--- config.mk ---
export PLATFORM = sky130hd
export DESIGN_NAME = asq_adc_sequencer
export DESIGN_NICKNAME = d
export VERILOG_FILES = /design/src/hw/asq_pkg.sv /design/src/hw/asq_adc_sequencer.sv
export SDC_FILE = /design/constraint.sdc
export NUM_CORES = 1
export LEC_CHECK = 0
export BUFFER_PORTS_ARGS = -buffer_cell sky130_fd_sc_hd__clkbuf_2
export CELL_PAD_IN_SITES_DETAIL_PLACEMENT = 1
export CELL_PAD_IN_SITES_GLOBAL_PLACEMENT = 1
export CORE_MARGIN = 1
export CORE_UTILIZATION = 25
export CTS_CLUSTER_DIAMETER = 60
export CTS_CLUSTER_SIZE = 8
export DETAILED_ROUTE_END_ITERATION = 8
export PLACE_DENSITY = 0.61
export SETUP_SLACK_MARGIN = 0.15
export SYNTH_ARGS = -nofsm -noshare
export SYNTH_HDL_FRONTEND = slang
export SYNTH_SLANG_ARGS = --single-unit
--- constraint.sdc ---
create_clock -name clk_sys -period 2.7 [get_ports clk_sys]
set_input_delay 0.135 -clock clk_sys [delete_from_list [all_inputs] [get_ports clk_sys]]
set_output_delay 0.135 -clock clk_sys [all_outputs]
set_load 0.1 [all_outputs]
--- src/hw/asq_pkg.sv ---
// Shared constants, types and register map of the 8-bit converter sequencer.
package asq_pkg;

  // ****************************************
  // Clock and timing
  // ****************************************
  localparam int unsigned CLK_PERIOD_PS = 8000;
  localparam int unsigned STAB_TIME_NS = 30000;
  // A least time, so the cycle count rounds up.
  localparam int unsigned STAB_CYCLES = (STAB_TIME_NS * 1000 + CLK_PERIOD_PS - 1) / CLK_PERIOD_PS;
  localparam int unsigned CONV_CYCLES = 64;
  // The half cycle of the sampling phase is rounded up to a whole cycle.
  localparam int unsigned SAMPLE_CYCLES = 32;
  localparam int unsigned BIT_CYCLES = 4;

  // ****************************************
  // Register map
  // ****************************************
  localparam int unsigned APB_ADDR_W = 12;
  localparam logic [7:0] IDX_RESULT = 8'h70;
  localparam logic [7:0] IDX_CTRL = 8'h71;
  localparam logic [7:0] IDX_IRQ_STAT = 8'h72;
  localparam logic [7:0] IDX_IRQ_MASK = 8'h73;

  // ****************************************
  // Field positions and reset values
  // ****************************************
  localparam int unsigned CTRL_DONE_BIT = 7;
  localparam int unsigned CTRL_ON_BIT = 5;
  localparam int unsigned CTRL_CH_LSB = 0;
  localparam int unsigned CH_W = 3;
  localparam int unsigned DATA_W = 8;
  localparam int unsigned IRQ_READY_BIT = 0;
  localparam int unsigned IRQ_OVERRUN_BIT = 1;
  localparam int unsigned IRQ_W = 2;
  localparam logic [7:0] CTRL_RESET = 8'h00;
  localparam logic [7:0] RESULT_RESET = 8'h00;
  localparam logic [1:0] IRQ_RESET = 2'h0;

  // ****************************************
  // Types
  // ****************************************
  typedef enum logic [1:0]
  {
    ASQ_OFF = 2'b00,
    ASQ_STAB = 2'b01,
    ASQ_SAMPLE = 2'b10,
    ASQ_CONVERT = 2'b11
  } asq_state_t;

  typedef struct packed
  {
    logic powered;
    logic sample;
    logic [2:0] channel;
    logic [7:0] dacCode;
  } asq_analog_t;

endpackage

--- src/hw/asq_adc_sequencer.sv ---
// Sequencer and APB register file of an 8-bit successive-approximation converter.
// Notes on behaviour
// - Channel field value N routes analog input N to the converter.
// - Setting converter_on waits about 30 us, then converts the channel continuously.
// - Each finished conversion loads the result register and sets the done flag.
// - Conversion completion raises an interrupt only as overrun, when the done flag is still set; software polls the flag.
// - Any control write aborts the conversion and clears the flag; sampling restarts afresh, but a running stabilization keeps its count.
// - Reading the result register clears the done flag.
// - Converter_on is software owned; when zero the converter is off.
// - Wait mode changes nothing in converter operation.
// - Halt disables the converter; wake-up repeats the stabilization interval.
// - Control bit 4 always reads as zero.
// - The result register is read only, unsigned, bit 7 most significant.
// - Control and result registers reset to zero.
// - A conversion takes 64 clocks, the first part being sampling.
module asq_adc_sequencer
#(
  parameter int unsigned STAB_CYCLES = asq_pkg::STAB_CYCLES
)
(
  // Clock and reset
  input wire logic clk_sys,
  input wire logic rst,
  // APB slave
  input wire logic psel,
  input wire logic penable,
  input wire logic pwrite,
  input wire logic [asq_pkg::APB_ADDR_W-1:0] paddr,
  input wire logic [31:0] pwdata,
  output logic [31:0] prdata,
  output logic pready,
  output logic pslverr,
  // Power modes from the core
  input wire logic waitMode,
  input wire logic haltMode,
  // Analog front end
  input wire logic compHigh,
  output asq_pkg::asq_analog_t analogCtrl,
  // Interrupt
  output logic irq
);
  import asq_pkg::*;

  localparam int unsigned STAB_W = $clog2(STAB_CYCLES + 1);

  // ****************************************
  // Elaboration checks
  // ****************************************
  generate
    if (STAB_CYCLES < 1)
    begin : gStabCheck
      $error("STAB_CYCLES must be at least one");
    end
  endgenerate

  // ****************************************
  // Helpers
  // ****************************************
  function automatic logic regHit(input logic [APB_ADDR_W-1:0] addr, input logic [7:0] idx);
    regHit = (addr == APB_ADDR_W'({idx, 2'b00}));
  endfunction

  function automatic logic [2:0] bitIndex(input logic [5:0] cnt);
    logic [5:0] k;
    k = cnt - 6'(SAMPLE_CYCLES);
    bitIndex = 3'h7 - k[4:2];
  endfunction

  // ****************************************
  // Registers and wires
  // ****************************************
  logic pready_q;
  logic [31:0] prdata_q;
  logic pslverr_q;
  logic convOn_q;
  logic [CH_W-1:0] chanSel_q;
  logic doneFlag_q;
  logic [DATA_W-1:0] result_q;
  logic [IRQ_W-1:0] irqStat_q;
  logic [IRQ_W-1:0] irqMask_q;
  logic irq_q;
  asq_state_t state_q;
  logic [5:0] convCnt_q;
  logic [STAB_W-1:0] stabCnt_q;
  asq_analog_t analog_q;
  logic compMeta_q;
  logic compSync_q;

  logic apbDone;
  logic apbWr;
  logic apbRd;
  logic ctrlWr;
  logic resultRd;
  logic statWr;
  logic maskWr;
  logic mapped;
  logic convFinish;
  logic stabFinish;
  logic [DATA_W-1:0] finalCode;
  logic [2:0] curBit;
  logic [7:0] ctrlView;

  // ****************************************
  // APB decode
  // ****************************************
  // Effects of a transfer take place only at the edge where pready is seen high.
  assign apbDone = psel & penable & pready_q;
  assign apbWr = apbDone & pwrite;
  assign apbRd = apbDone & ~pwrite;
  assign ctrlWr = apbWr & regHit(paddr, IDX_CTRL);
  assign statWr = apbWr & regHit(paddr, IDX_IRQ_STAT);
  assign maskWr = apbWr & regHit(paddr, IDX_IRQ_MASK);
  assign resultRd = apbRd & regHit(paddr, IDX_RESULT);
  assign mapped = regHit(paddr, IDX_RESULT) | regHit(paddr, IDX_CTRL) | regHit(paddr, IDX_IRQ_STAT)
                  | regHit(paddr, IDX_IRQ_MASK);

  always_comb
  begin
    ctrlView = 8'h00;
    ctrlView[CTRL_DONE_BIT] = doneFlag_q;
    ctrlView[CTRL_ON_BIT] = convOn_q;
    ctrlView[CTRL_CH_LSB +: CH_W] = chanSel_q;
  end

  // One wait cycle in the access phase keeps read data fully registered.
  always_ff @(posedge clk_sys)
  begin
    if (rst)
    begin
      pready_q <= 1'b0;
    end
    else
    begin
      pready_q <= psel & penable & ~pready_q;
    end
  end

  always_ff @(posedge clk_sys)
  begin
    if (rst)
    begin
      prdata_q <= 32'h0000_0000;
      pslverr_q <= 1'b0;
    end
    else if (psel & penable & ~pready_q)
    begin
      pslverr_q <= ~mapped;
      prdata_q <= 32'h0000_0000;
      if (!pwrite)
      begin
        if (regHit(paddr, IDX_RESULT))
        begin
          // A result landing now is the one returned, since this read clears its flag.
          prdata_q[DATA_W-1:0] <= convFinish ? finalCode : result_q;
        end
        else if (regHit(paddr, IDX_CTRL))
        begin
          prdata_q[7:0] <= ctrlView;
        end
        else if (regHit(paddr, IDX_IRQ_STAT))
        begin
          prdata_q[IRQ_W-1:0] <= irqStat_q;
        end
        else if (regHit(paddr, IDX_IRQ_MASK))
        begin
          prdata_q[IRQ_W-1:0] <= irqMask_q;
        end
      end
    end
    else
    begin
      pslverr_q <= 1'b0;
    end
  end

  // ****************************************
  // Control register
  // ****************************************
  // reset to zero
  always_ff @(posedge clk_sys)
  begin
    if (rst)
    begin
      convOn_q <= CTRL_RESET[CTRL_ON_BIT];
      chanSel_q <= CTRL_RESET[CTRL_CH_LSB +: CH_W];
    end
    else if (ctrlWr)
    begin
      // Bits 6 and 3 are not stored, so a careless write cannot disturb anything.
      convOn_q <= pwdata[CTRL_ON_BIT];
      chanSel_q <= pwdata[CTRL_CH_LSB +: CH_W];
    end
  end

  // ****************************************
  // Comparator synchroniser
  // ****************************************
  always_ff @(posedge clk_sys)
  begin
    if (rst)
    begin
      compMeta_q <= 1'b0;
      compSync_q <= 1'b0;
    end
    else
    begin
      compMeta_q <= compHigh;
      compSync_q <= compMeta_q;
    end
  end

  // ****************************************
  // Sequencer
  // ****************************************
  assign curBit = bitIndex(convCnt_q);
  assign stabFinish = (state_q == ASQ_STAB) && (stabCnt_q == STAB_W'(STAB_CYCLES - 1)) && !ctrlWr;
  assign convFinish = (state_q == ASQ_CONVERT) && (convCnt_q == 6'(CONV_CYCLES - 1)) && !ctrlWr
                      && !haltMode && convOn_q;

  always_comb
  begin
    finalCode = analog_q.dacCode;
    if (!compSync_q)
    begin
      finalCode[0] = 1'b0;
    end
  end

  // wait mode is not an input to the sequencer
  always_ff @(posedge clk_sys)
  begin
    if (rst)
    begin
      state_q <= ASQ_OFF;
      convCnt_q <= 6'h00;
      stabCnt_q <= '0;
    end
    else if (ctrlWr)
    begin
      convCnt_q <= 6'h00;
      if (!pwdata[CTRL_ON_BIT] || haltMode)
      begin
        state_q <= ASQ_OFF;
      end
      else if (state_q == ASQ_OFF)
      begin
        state_q <= ASQ_STAB;
        stabCnt_q <= '0;
      end
      else if (state_q == ASQ_SAMPLE || state_q == ASQ_CONVERT)
      begin
        state_q <= ASQ_SAMPLE;
      end
    end
    else if (haltMode || !convOn_q)
    begin
      state_q <= ASQ_OFF;
      convCnt_q <= 6'h00;
    end
    else
    begin
      case (state_q)
        ASQ_OFF:
        begin
          state_q <= ASQ_STAB;
          stabCnt_q <= '0;
        end
        ASQ_STAB:
        begin
          if (stabFinish)
          begin
            state_q <= ASQ_SAMPLE;
            convCnt_q <= 6'h00;
          end
          else
          begin
            stabCnt_q <= stabCnt_q + 1'b1;
          end
        end
        ASQ_SAMPLE:
        begin
          convCnt_q <= convCnt_q + 1'b1;
          if (convCnt_q == 6'(SAMPLE_CYCLES - 1))
          begin
            state_q <= ASQ_CONVERT;
          end
        end
        ASQ_CONVERT:
        begin
          convCnt_q <= convCnt_q + 1'b1;
          if (convFinish)
          begin
            state_q <= ASQ_SAMPLE;
            convCnt_q <= 6'h00;
          end
        end
        default:
        begin
          state_q <= ASQ_OFF;
        end
      endcase
    end
  end

  // ****************************************
  // Analog drive and approximation register
  // ****************************************
  // The comparator is sampled on the last clock of each bit slot, which covers the two-flop latency.
  always_ff @(posedge clk_sys)
  begin
    if (rst)
    begin
      analog_q <= '0;
    end
    else
    begin
      analog_q.channel <= (ctrlWr) ? pwdata[CTRL_CH_LSB +: CH_W] : chanSel_q;
      analog_q.powered <= (state_q != ASQ_OFF);
      analog_q.sample <= (state_q == ASQ_SAMPLE) && !ctrlWr;
      if (state_q != ASQ_CONVERT || ctrlWr)
      begin
        analog_q.dacCode <= 8'h00;
      end
      else if (convCnt_q[1:0] == 2'h0)
      begin
        analog_q.dacCode[curBit] <= 1'b1;
      end
      else if (convCnt_q[1:0] == 2'(BIT_CYCLES - 1) && !compSync_q)
      begin
        analog_q.dacCode[curBit] <= 1'b0;
      end
    end
  end

  // ****************************************
  // Result and done flag
  // ****************************************
  // result load
  always_ff @(posedge clk_sys)
  begin
    if (rst)
    begin
      result_q <= RESULT_RESET;
    end
    else if (convFinish)
    begin
      result_q <= finalCode;
    end
  end

  // A finish in the same cycle as a result read wins over the clear.
  always_ff @(posedge clk_sys)
  begin
    if (rst)
    begin
      doneFlag_q <= CTRL_RESET[CTRL_DONE_BIT];
    end
    else if (convFinish)
    begin
      doneFlag_q <= 1'b1;
    end
    else if (ctrlWr || resultRd)
    begin
      doneFlag_q <= 1'b0;
    end
  end

  // ****************************************
  // Interrupt status and mask
  // ****************************************
  // completion is an interrupt source only as overrun, when the done flag is still set and unread
  always_ff @(posedge clk_sys)
  begin
    if (rst)
    begin
      irqStat_q <= IRQ_RESET;
    end
    else
    begin
      irqStat_q[IRQ_READY_BIT] <= stabFinish
                                  | (irqStat_q[IRQ_READY_BIT] & ~(statWr & pwdata[IRQ_READY_BIT]));
      irqStat_q[IRQ_OVERRUN_BIT] <= (convFinish & doneFlag_q & ~resultRd)
                                    | (irqStat_q[IRQ_OVERRUN_BIT] & ~(statWr & pwdata[IRQ_OVERRUN_BIT]));
    end
  end

  always_ff @(posedge clk_sys)
  begin
    if (rst)
    begin
      irqMask_q <= IRQ_RESET;
    end
    else if (maskWr)
    begin
      irqMask_q <= pwdata[IRQ_W-1:0];
    end
  end

  always_ff @(posedge clk_sys)
  begin
    if (rst)
    begin
      irq_q <= 1'b0;
    end
    else
    begin
      irq_q <= |(irqStat_q & irqMask_q);
    end
  end

  // ****************************************
  // Outputs
  // ****************************************
  assign prdata = prdata_q;
  assign pready = pready_q;
  assign pslverr = pslverr_q;
  assign analogCtrl = analog_q;
  assign irq = irq_q;

endmodule

After elaboration in Yosys (flattened, before gate mapping). Cells that the tools add are included.

Bits in registers: 60. Bits in latches: 0. RAM bits: 0. Memory bits (read-only): 0. Bits of input ports: 52. Output and inout port bits: 48. Word-level logic and storage cells: 142. Memories: 0.

Add/subtract/negate cells: 4. Multipliers: 0. Divide/modulo/power cells: 0. Order comparisons: 2. Equal/unequal tests: 21. Shift operators: 0. Multiplexer cells: 33. Bitwise logic cells: 31. Reduce and logical (&&, ||, !) cells: 33.

Operators by type and width (number): $mux 12 (5); $eq 12x9->1 const B (4); $mux 8 (5); $pmux 12 s2 (1); $mux 2 (11); $mux 6 (3); $pmux 6 s3 (1); $and 1x1->1 (15); $add 12x1->12 const B (1); $eq 12x12->1 const B (1); $logic_and 1x1->1 (9); $and 8x8->8 (1); $ne 2x2->1 const B (4); $ne 4x3->1 const B (2); $not 8->8 (1); $or 8x8->8 (1); $pmux 2 s4 (1); $reduce_bool 2->1 (4); $not 1->1 (7); $add 6x1->6 const B (1); $eq 2x2->1 const B (3); $eq 6x5->1 const B (1); $eq 6x6->1 const B (1); $reduce_or 2->1 (3); other kinds (22) (38).

Logic depth before layout (Yosys ltp). Gate-level depths: netlist (run 1).

Depth after elaboration: 12. Gate-level depth with buffers: 9. Mapped depth without buffers: 8.

Worst setup path before layout (run 1). OpenSTA, ideal clock, no wires.

Kind: register to register. From: register pready_q (netlist: pready). To: register stabCnt_q[10]. Library setup time: 59 ps. Arrival: 2776 ps. Data required time: 2641 ps. Setup slack: -135 ps. Cell stages (with the launch flop): 8. Buffers on the path: 1. Period minus slack after synthesis: 2835 ps. Cell sequence: dfxtp_1 > nand4_1 > nor4_4 > mux2_2 > a21o_1 > buf_2 > o21ai_0 > a22o_1.

Word-level cells in the longest chain between the ends: 7. Elaborated cells on any way between the ends: 11. Those cells by class: eq/ne: 4; mux: 1; bitwise: 3; reduce/logical: 3.

RTL lines: from (decl) (RTL line asq_adc_sequencer.sv:72) `logic pready_q;`; from (signal assigned) (RTL line asq_adc_sequencer.sv:134) `pready_q <= psel & penable & ~pready_q;`; $and 1x1->1 * (RTL line asq_adc_sequencer.sv:107) `assign apbDone = psel & penable & pready_q;`; $and 1x1->1 * (RTL line asq_adc_sequencer.sv:108) `assign apbWr = apbDone & pwrite;`; $and 1x1->1 * (RTL line asq_adc_sequencer.sv:110) `assign ctrlWr = apbWr & regHit(paddr, IDX_CTRL);`; $logic_not 1->1 (RTL line asq_adc_sequencer.sv:216) `assign stabFinish = (state_q == ASQ_STAB) && (stabCnt_q == STAB_W'(STAB_CYCLES - 1)) && !ctrlWr;`; $logic_and 1x1->1 (RTL line asq_adc_sequencer.sv:216); $ne 3x3->1 (no line); $reduce_and 5->1 (no line); to (signal assigned) (RTL line asq_adc_sequencer.sv:277) `stabCnt_q <= stabCnt_q + 1'b1;`; to (decl) (RTL line asq_adc_sequencer.sv:84) `logic [STAB_W-1:0] stabCnt_q;`.

Every way passes the cells marked *; elsewhere a longest branch is shown, timed or not. A chain may end at the register's enable or synchronous reset.

Worst setup path after layout (run 1).
From: register stabCnt_q[1]. To: register stabCnt_q[11].

Word-level cells in the longest chain between the ends: 5. Elaborated cells on any way between the ends: 10. Those cells by class: add/sub: 1; eq/ne: 2; mux: 4; reduce/logical: 3.

RTL lines (RTL line): $add 12x1->12 / $eq 12x12->1 (equally long branches) (asq_adc_sequencer.sv:277, asq_adc_sequencer.sv:216); $mux 12 / $logic_and 1x1->1 (equally long branches) (asq_adc_sequencer.sv:270, asq_adc_sequencer.sv:216); $pmux 12 s2 / $logic_and 1x1->1 (equally long branches) (asq_adc_sequencer.sv:262, asq_adc_sequencer.sv:216); $mux 12 / $ne 3x3->1 (equally long branches); $mux 12 / $reduce_and 5->1 (equally long branches).

Several ways; a longest one is shown, not always the timed one. The select of a mux whose other input is x is not followed.

==> results of run 1 <==
## where the power goes
part	switching [mW]	internal [mW]	leakage, nW
registers	0.00109	0.889	0.484
logic	0.188	0.0220	0.793
clock network	0.409	0.709	0.149
total	0.598	1.62	1.43
## final timing paths
path,end,cells after the start
max,stabCnt_q[11]$_SDFFE_PP0P_,8
max reg2reg,stabCnt_q[11]$_SDFFE_PP0P_,8
min,compMeta_q$_SDFF_PP0_,2
min reg2reg,compSync_q$_SDFF_PP0_,1
## logic make-up (layout without fill, tap and decap cells)
| kind of cell | Yosys count | in the layout | synth area share |
|---|---|---|---|
| and+or+nand+nor | 137 | 137 | 0.246 |
| DFF | 60 | 60 | 0.407 |
| AOI/OAI and AO/OA | 59 | 59 | 0.132 |
| buffers and inverters | 48 | 76 | 0.0992 |
| muxes | 18 | 18 | 0.0615 |
| xor gates and xnor gates | 12 | 12 | 0.0356 |
| adders and majority gates | 4 | 4 | 0.0170 |
| other | 1 | 24 | 0.00127 |
## final cells by class
| cell class | count | area, um^2 | share of cell area |
|---|---|---|---|
| repair buffers | 54 | 290 | 0.0819 |
| well taps | 143 | 179 | 0.0505 |
| clock buffers | 9 | 225 | 0.0636 |
| multi-input cells | 254 | 1560 | 0.439 |
| inverters | 6 | 22.5 | 0.00636 |
| flip-flops and latches | 60 | 1200 | 0.339 |
| clock inverters | 7 | 67.6 | 0.0191 |
## layer usage
layer	up-vias	GRT usage	share of wire
met5	-	0	0
met4	0	0.0613	0.017
met3	7	0.0295	0.042
met2	58	0.219	0.48
met1	1226	0.161	0.46
li1	1249	-	-
## placed cells by master (no fill, tap or decap), types with 6 or more instances in the layout
master,instances
buf_4,8
clkbuf_16,9
dfxtp_1,59
nand2_1,22
mux2i_1,17
xnor2_1,10
nor2_1,47
conb_1,24
nor3_1,7
nand4_1,8
a21oi_1,19
clkbuf_2,46
nand3_1,14
inv_1,6
a22oi_1,11
## critical path, cell delays in order, from the launching register on
cell and delay, ns:
dfxtp_1 0.41, inv_1 0.07, ha_1 0.19, nand4b_1 0.14, nor4_2 0.08, or4_1 0.62
a2111oi_2 0.51, xnor2_1 0.17, nor2_1 0.05
## through the flow
stage | cells | hold WS [ns] | worst slack, ns
floorplan | 362 | 0.263 | 0.258
finish | 533 | 0.0273 | 0.329
global placement | 517 | 0.345 | 0.227
detailed placement | 517 | 0.362 | 0.184
CTS | 533 | 0.0141 | 0.151
global route | 533 | 0.0476 | 0.124
==> run summary, run 1 <==
status: completed
Area contributors post-synth: dfxtp_1 (41%), buf_4 (6.4%), nor2_1 (6.0%)
Final Cycle Share: 0.878
Fmax: 0.422 GHz
Worst setup EP type: flip-flop
CTS root buf: clkbuf_16
detailed-route wire length: 7.59 mm
CTS H-tree depth: 3
max_cap viols: 0
Worst slew margin: 0.606
synthesized flop and latch total: 60
layout overhead on the synthesized area: 20.0%
GR Overflow Total: 0
standard-cell rows: 39
Slew Limit Fails: 0
full die area: 12200 um^2
Critical Path Fanout Max: 11
drt first pass iters: 4
area post-placement: 3240 um^2
Core ar.: 11500 um^2
ant diodes: 0
Clock transition at path regs: 0.05 ns
vias in the first global route: 2527
first-pass GRT wire length: 12.9 mm
Fillers: 1350
post-synthesis sequential area ratio: 0.407
Post-CTS Setup Inserts: 0
HPWL Detailed: 5.70 mm
Syn. warnings: 0
number of flops mapped to enable cells by yosys: 0
top_reg_cell synth: dfxtp_1
Syn Inst Count: 339
area leader, netlist: dfxtp_1
clock skew: 0.00623 ns
reg2reg start: stabCnt_q[1]$_SDFFE_PP0P_
Avg WL per Cell: 14.2 um
PD cells: 626 nW/um^2
final core occ: 0.309
# setup viols final: 0
Die W: 111 um
remaining antenna violation count: 0
PortBufs: 46
unrepaired setup endpoints after global routing: yes
count leader, synth: dfxtp_1
Boundary Pins: 100
clock tree buffer depth: 2
initial core utilization: 0.257
total CTS buffers: 9
Peak VDD IR: 0.000373 V
min-delay src: compHigh
initial antenna violation count: 0
drt drc: 0
Synth top area share: 0.407
type of origin of the critical path: flip-flop
pin count of the biggest net entering global routing: 26
CP required: 2.90 ns
CTS tree: done
chip height: 111 um
post-route minimum period: 2.37 ns
min-delay worst type: input port to flip-flop
initial DRC count: 119
worst setup path start: stabCnt_q[1]$_SDFFE_PP0P_
syn avg cell area: 8.71 um^2
synth cell count leaders: dfxtp_1 (60), nor2_1 (47), buf_4 (25)
Post-Synthesis Cell Area: 2950 um^2
CP Data Arrival Time: 2.57 ns
clk_lat worst skew: 0.33 ns
design area: 3540 um^2
layout cell share with drive strength beyond 1: 0.210
final hold viol count: 0
Slew @ Worst Pin: 0.586 ns
TNS Setup: 0 ns
drt via density: 4.77
P_leak: 1.43 nW
flop2flop setup slack: 0.33 ns
crit path kind: flip-flop to flip-flop
Post-synth ARST share: 0
Power, Total: 2.22 mW
Total Routing Usage GR: 0.132
Synth cell types: 54
Via Count: 2540
nets@finish: 441
Final GP Congestion: 0.749
Hold Buf Count CTS: 0
post-cts resize count: 0
CTS Sinks: 60
Note: power is estimated with default switching activity, not from simulation.
==> run 2, diff against run 1 <==
--- a/config.mk
+++ b/config.mk
@@ -5,15 +5,15 @@
 export SDC_FILE = /design/constraint.sdc
 export NUM_CORES = 1
 export LEC_CHECK = 0
-export BUFFER_PORTS_ARGS = -buffer_cell sky130_fd_sc_hd__clkbuf_2
 export CELL_PAD_IN_SITES_DETAIL_PLACEMENT = 1
 export CELL_PAD_IN_SITES_GLOBAL_PLACEMENT = 1
-export CORE_MARGIN = 1
+export CORE_MARGIN = 4
 export CORE_UTILIZATION = 25
 export CTS_CLUSTER_DIAMETER = 60
 export CTS_CLUSTER_SIZE = 8
 export DETAILED_ROUTE_END_ITERATION = 8
-export PLACE_DENSITY = 0.61
+export DONT_BUFFER_PORTS = 1
+export PLACE_DENSITY = 0.51
 export SETUP_SLACK_MARGIN = 0.15
 export SYNTH_ARGS = -nofsm -noshare
 export SYNTH_HDL_FRONTEND = slang
==> constraint.sdc (replaced) <==
create_clock -name clk_sys -period 2.7 [get_ports clk_sys]
set_input_delay 0.405 -clock clk_sys [delete_from_list [all_inputs] [get_ports clk_sys]]
set_output_delay 0.405 -clock clk_sys [all_outputs]
set_load 0.1 [all_outputs]
==> run summary, run 2 (synthesized netlist as in run 1, its figures left out) <==
status: completed
final core occ: 0.301
worst r2r path cells: 6
nets@finish: 412
HPWL Detailed: 5.75 mm
Hold Crit Depth: 1
Non-Filler Instances: 504
post-route minimum period: 2.38 ns
P_leak: 1.32 nW
Final WS setup: 0.317 ns
Worst setup EP type: flip-flop
layout overhead on the synthesized area: 17.0%
Final GP Congestion: 0.759
ant diodes: 0
commonest non-fill, non-tap cell in the layout: dfxtp_1
CTS Sinks: 60
reg2reg start: stabCnt_q[6]$_SDFFE_PP0P_
drt drc: 0
initial antenna violation count: 0
Die W: 117 um
drt first pass iters: 6
clock tree buffer depth: 2
flop2flop setup slack: 0.32 ns
max_cap viols: 0
Slew Limit Fails: 0
design area: 3450 um^2
post-cts resize count: 0
GR Overflow Total: 0
# setup viols final: 0
CP required: 2.92 ns
detailed-route wire length: 7.73 mm
CP Buf/Inv Count: 0
Post-CTS Setup Inserts: 0
CTS root buf: clkbuf_16
first-pass GRT wire length: 12.6 mm
Fillers: 1317
vias in the first global route: 2506
Worst slew margin: 0.321
CP delay by family, top: simple AND/OR/NAND/NOR gates
Boundary Pins: 100
layout cell share with drive strength beyond 1: 0.141
pre-CTS WS: 0.0803 ns
chip height: 117 um
unrepaired setup endpoints after global routing: no
clk_lat worst skew: 0.33 ns
type of origin of the critical path: flip-flop
placed insts: 488
crit path kind: flip-flop to flip-flop
Critical Path Fanout Max: 11
CTS H-tree depth: 3
Total Routing Usage GR: 0.119
standard-cell rows: 39
Fmax: 0.420 GHz
drt via density: 4.77
Slew @ Worst Pin: 1.02 ns
Clock transition at path regs: 0.05 ns
initial core utilization: 0.257
TNS Setup: 0 ns
total CTS buffers: 9
Peak VDD IR: 0.000271 V
initial DRC count: 112
min-delay worst type: input port to flip-flop
area post-placement: 3140 um^2
Via Count: 2406
full die area: 13600 um^2
PortBufs: 0
remaining antenna violation count: 0
clock skew: 0.00805 ns
Worst Hold End: state_q[0]$_SDFFE_PP0P_
crit path max-delay cell type: nor4_1
min-delay src: rst
FF-to-FF End: stabCnt_q[0]$_SDFFE_PP0P_
Avg WL per Cell: 15.3 um
final hold viol count: 0
Core ar.: 11500 um^2
PD cells: 660 nW/um^2
CP Data Arrival Time: 2.60 ns
Critical Path, Cell by Cell: or3_1 -> nor4_1 -> or4_1 -> and2_1 -> xor2_1 -> nor2_1
most frequent cells in the layout: dfxtp_1 (59), nor2_1 (47), buf_4 (25), conb_1 (24), nand2_1 (22)
CTS tree: done
pin count of the biggest net entering global routing: 38
Final Cycle Share: 0.883
Hold Buf Count CTS: 0
CP max stage delay: 0.58 ns
-- run 2: layer usage --
layer	routed length [um]	GRT usage	vias to the layer above
met4	111	0.0482	0
met3	540	0.0399	8
li1	-	-	1185
met1	3580	0.147	1159
met5	0	0	-
met2	3510	0.190	54
-- run 2: worst max-delay path by stage --
stage | slack (ns) | to | startpoint | depth (start not counted)
2_1_floorplan | 0.22 | prdata[4]$_SDFFE_PP0P_ | paddr[1] | 6
3_3_place_gp | 0.12 | prdata[4]$_SDFFE_PP0P_ | paddr[1] | 5
3_5_place_dp | 0.08 | prdata[4]$_SDFFE_PP0P_ | paddr[1] | 5
4_1_cts | 0.30 | stabCnt_q[0]$_SDFFE_PP0P_ | stabCnt_q[6]$_SDFFE_PP0P_ | 6
5_1_grt | 0.17 | stabCnt_q[10]$_SDFFE_PP0P_ | stabCnt_q[1]$_SDFFE_PP0P_ | 8
6_report | 0.32 | stabCnt_q[0]$_SDFFE_PP0P_ | stabCnt_q[6]$_SDFFE_PP0P_ | 6
-- run 2: per-stage QoR --
step / power (mW) / hold WS, ns
2_1_floorplan: 1.12 / 0.414
3_3_place_gp: 1.08 / 0.422
3_5_place_dp: 1.08 / 0.438
4_1_cts: 2.32 / 0.136
5_1_grt: 2.37 / 0.130
6_report: 2.28 / 0.152
-- run 2: power by group --
part	switching [mW]	internal, mW
registers	0.00536	0.889
logic	0.163	0.0101
clock network	0.410	0.803
total	0.578	1.70
-- run 2: area by class of cell --
cell class / instances / area, um^2 / share of cell area
Tap cell: 143 / 179 / 0.0518
Clock inverter: 7 / 91.3 / 0.0265
Clock buffer: 9 / 225 / 0.0652
Sequential cell: 60 / 1200 / 0.348
Timing Repair Buffer: 25 / 188 / 0.0544
Inverter: 6 / 22.5 / 0.00652
Multi-Input combinational cell: 254 / 1540 / 0.447
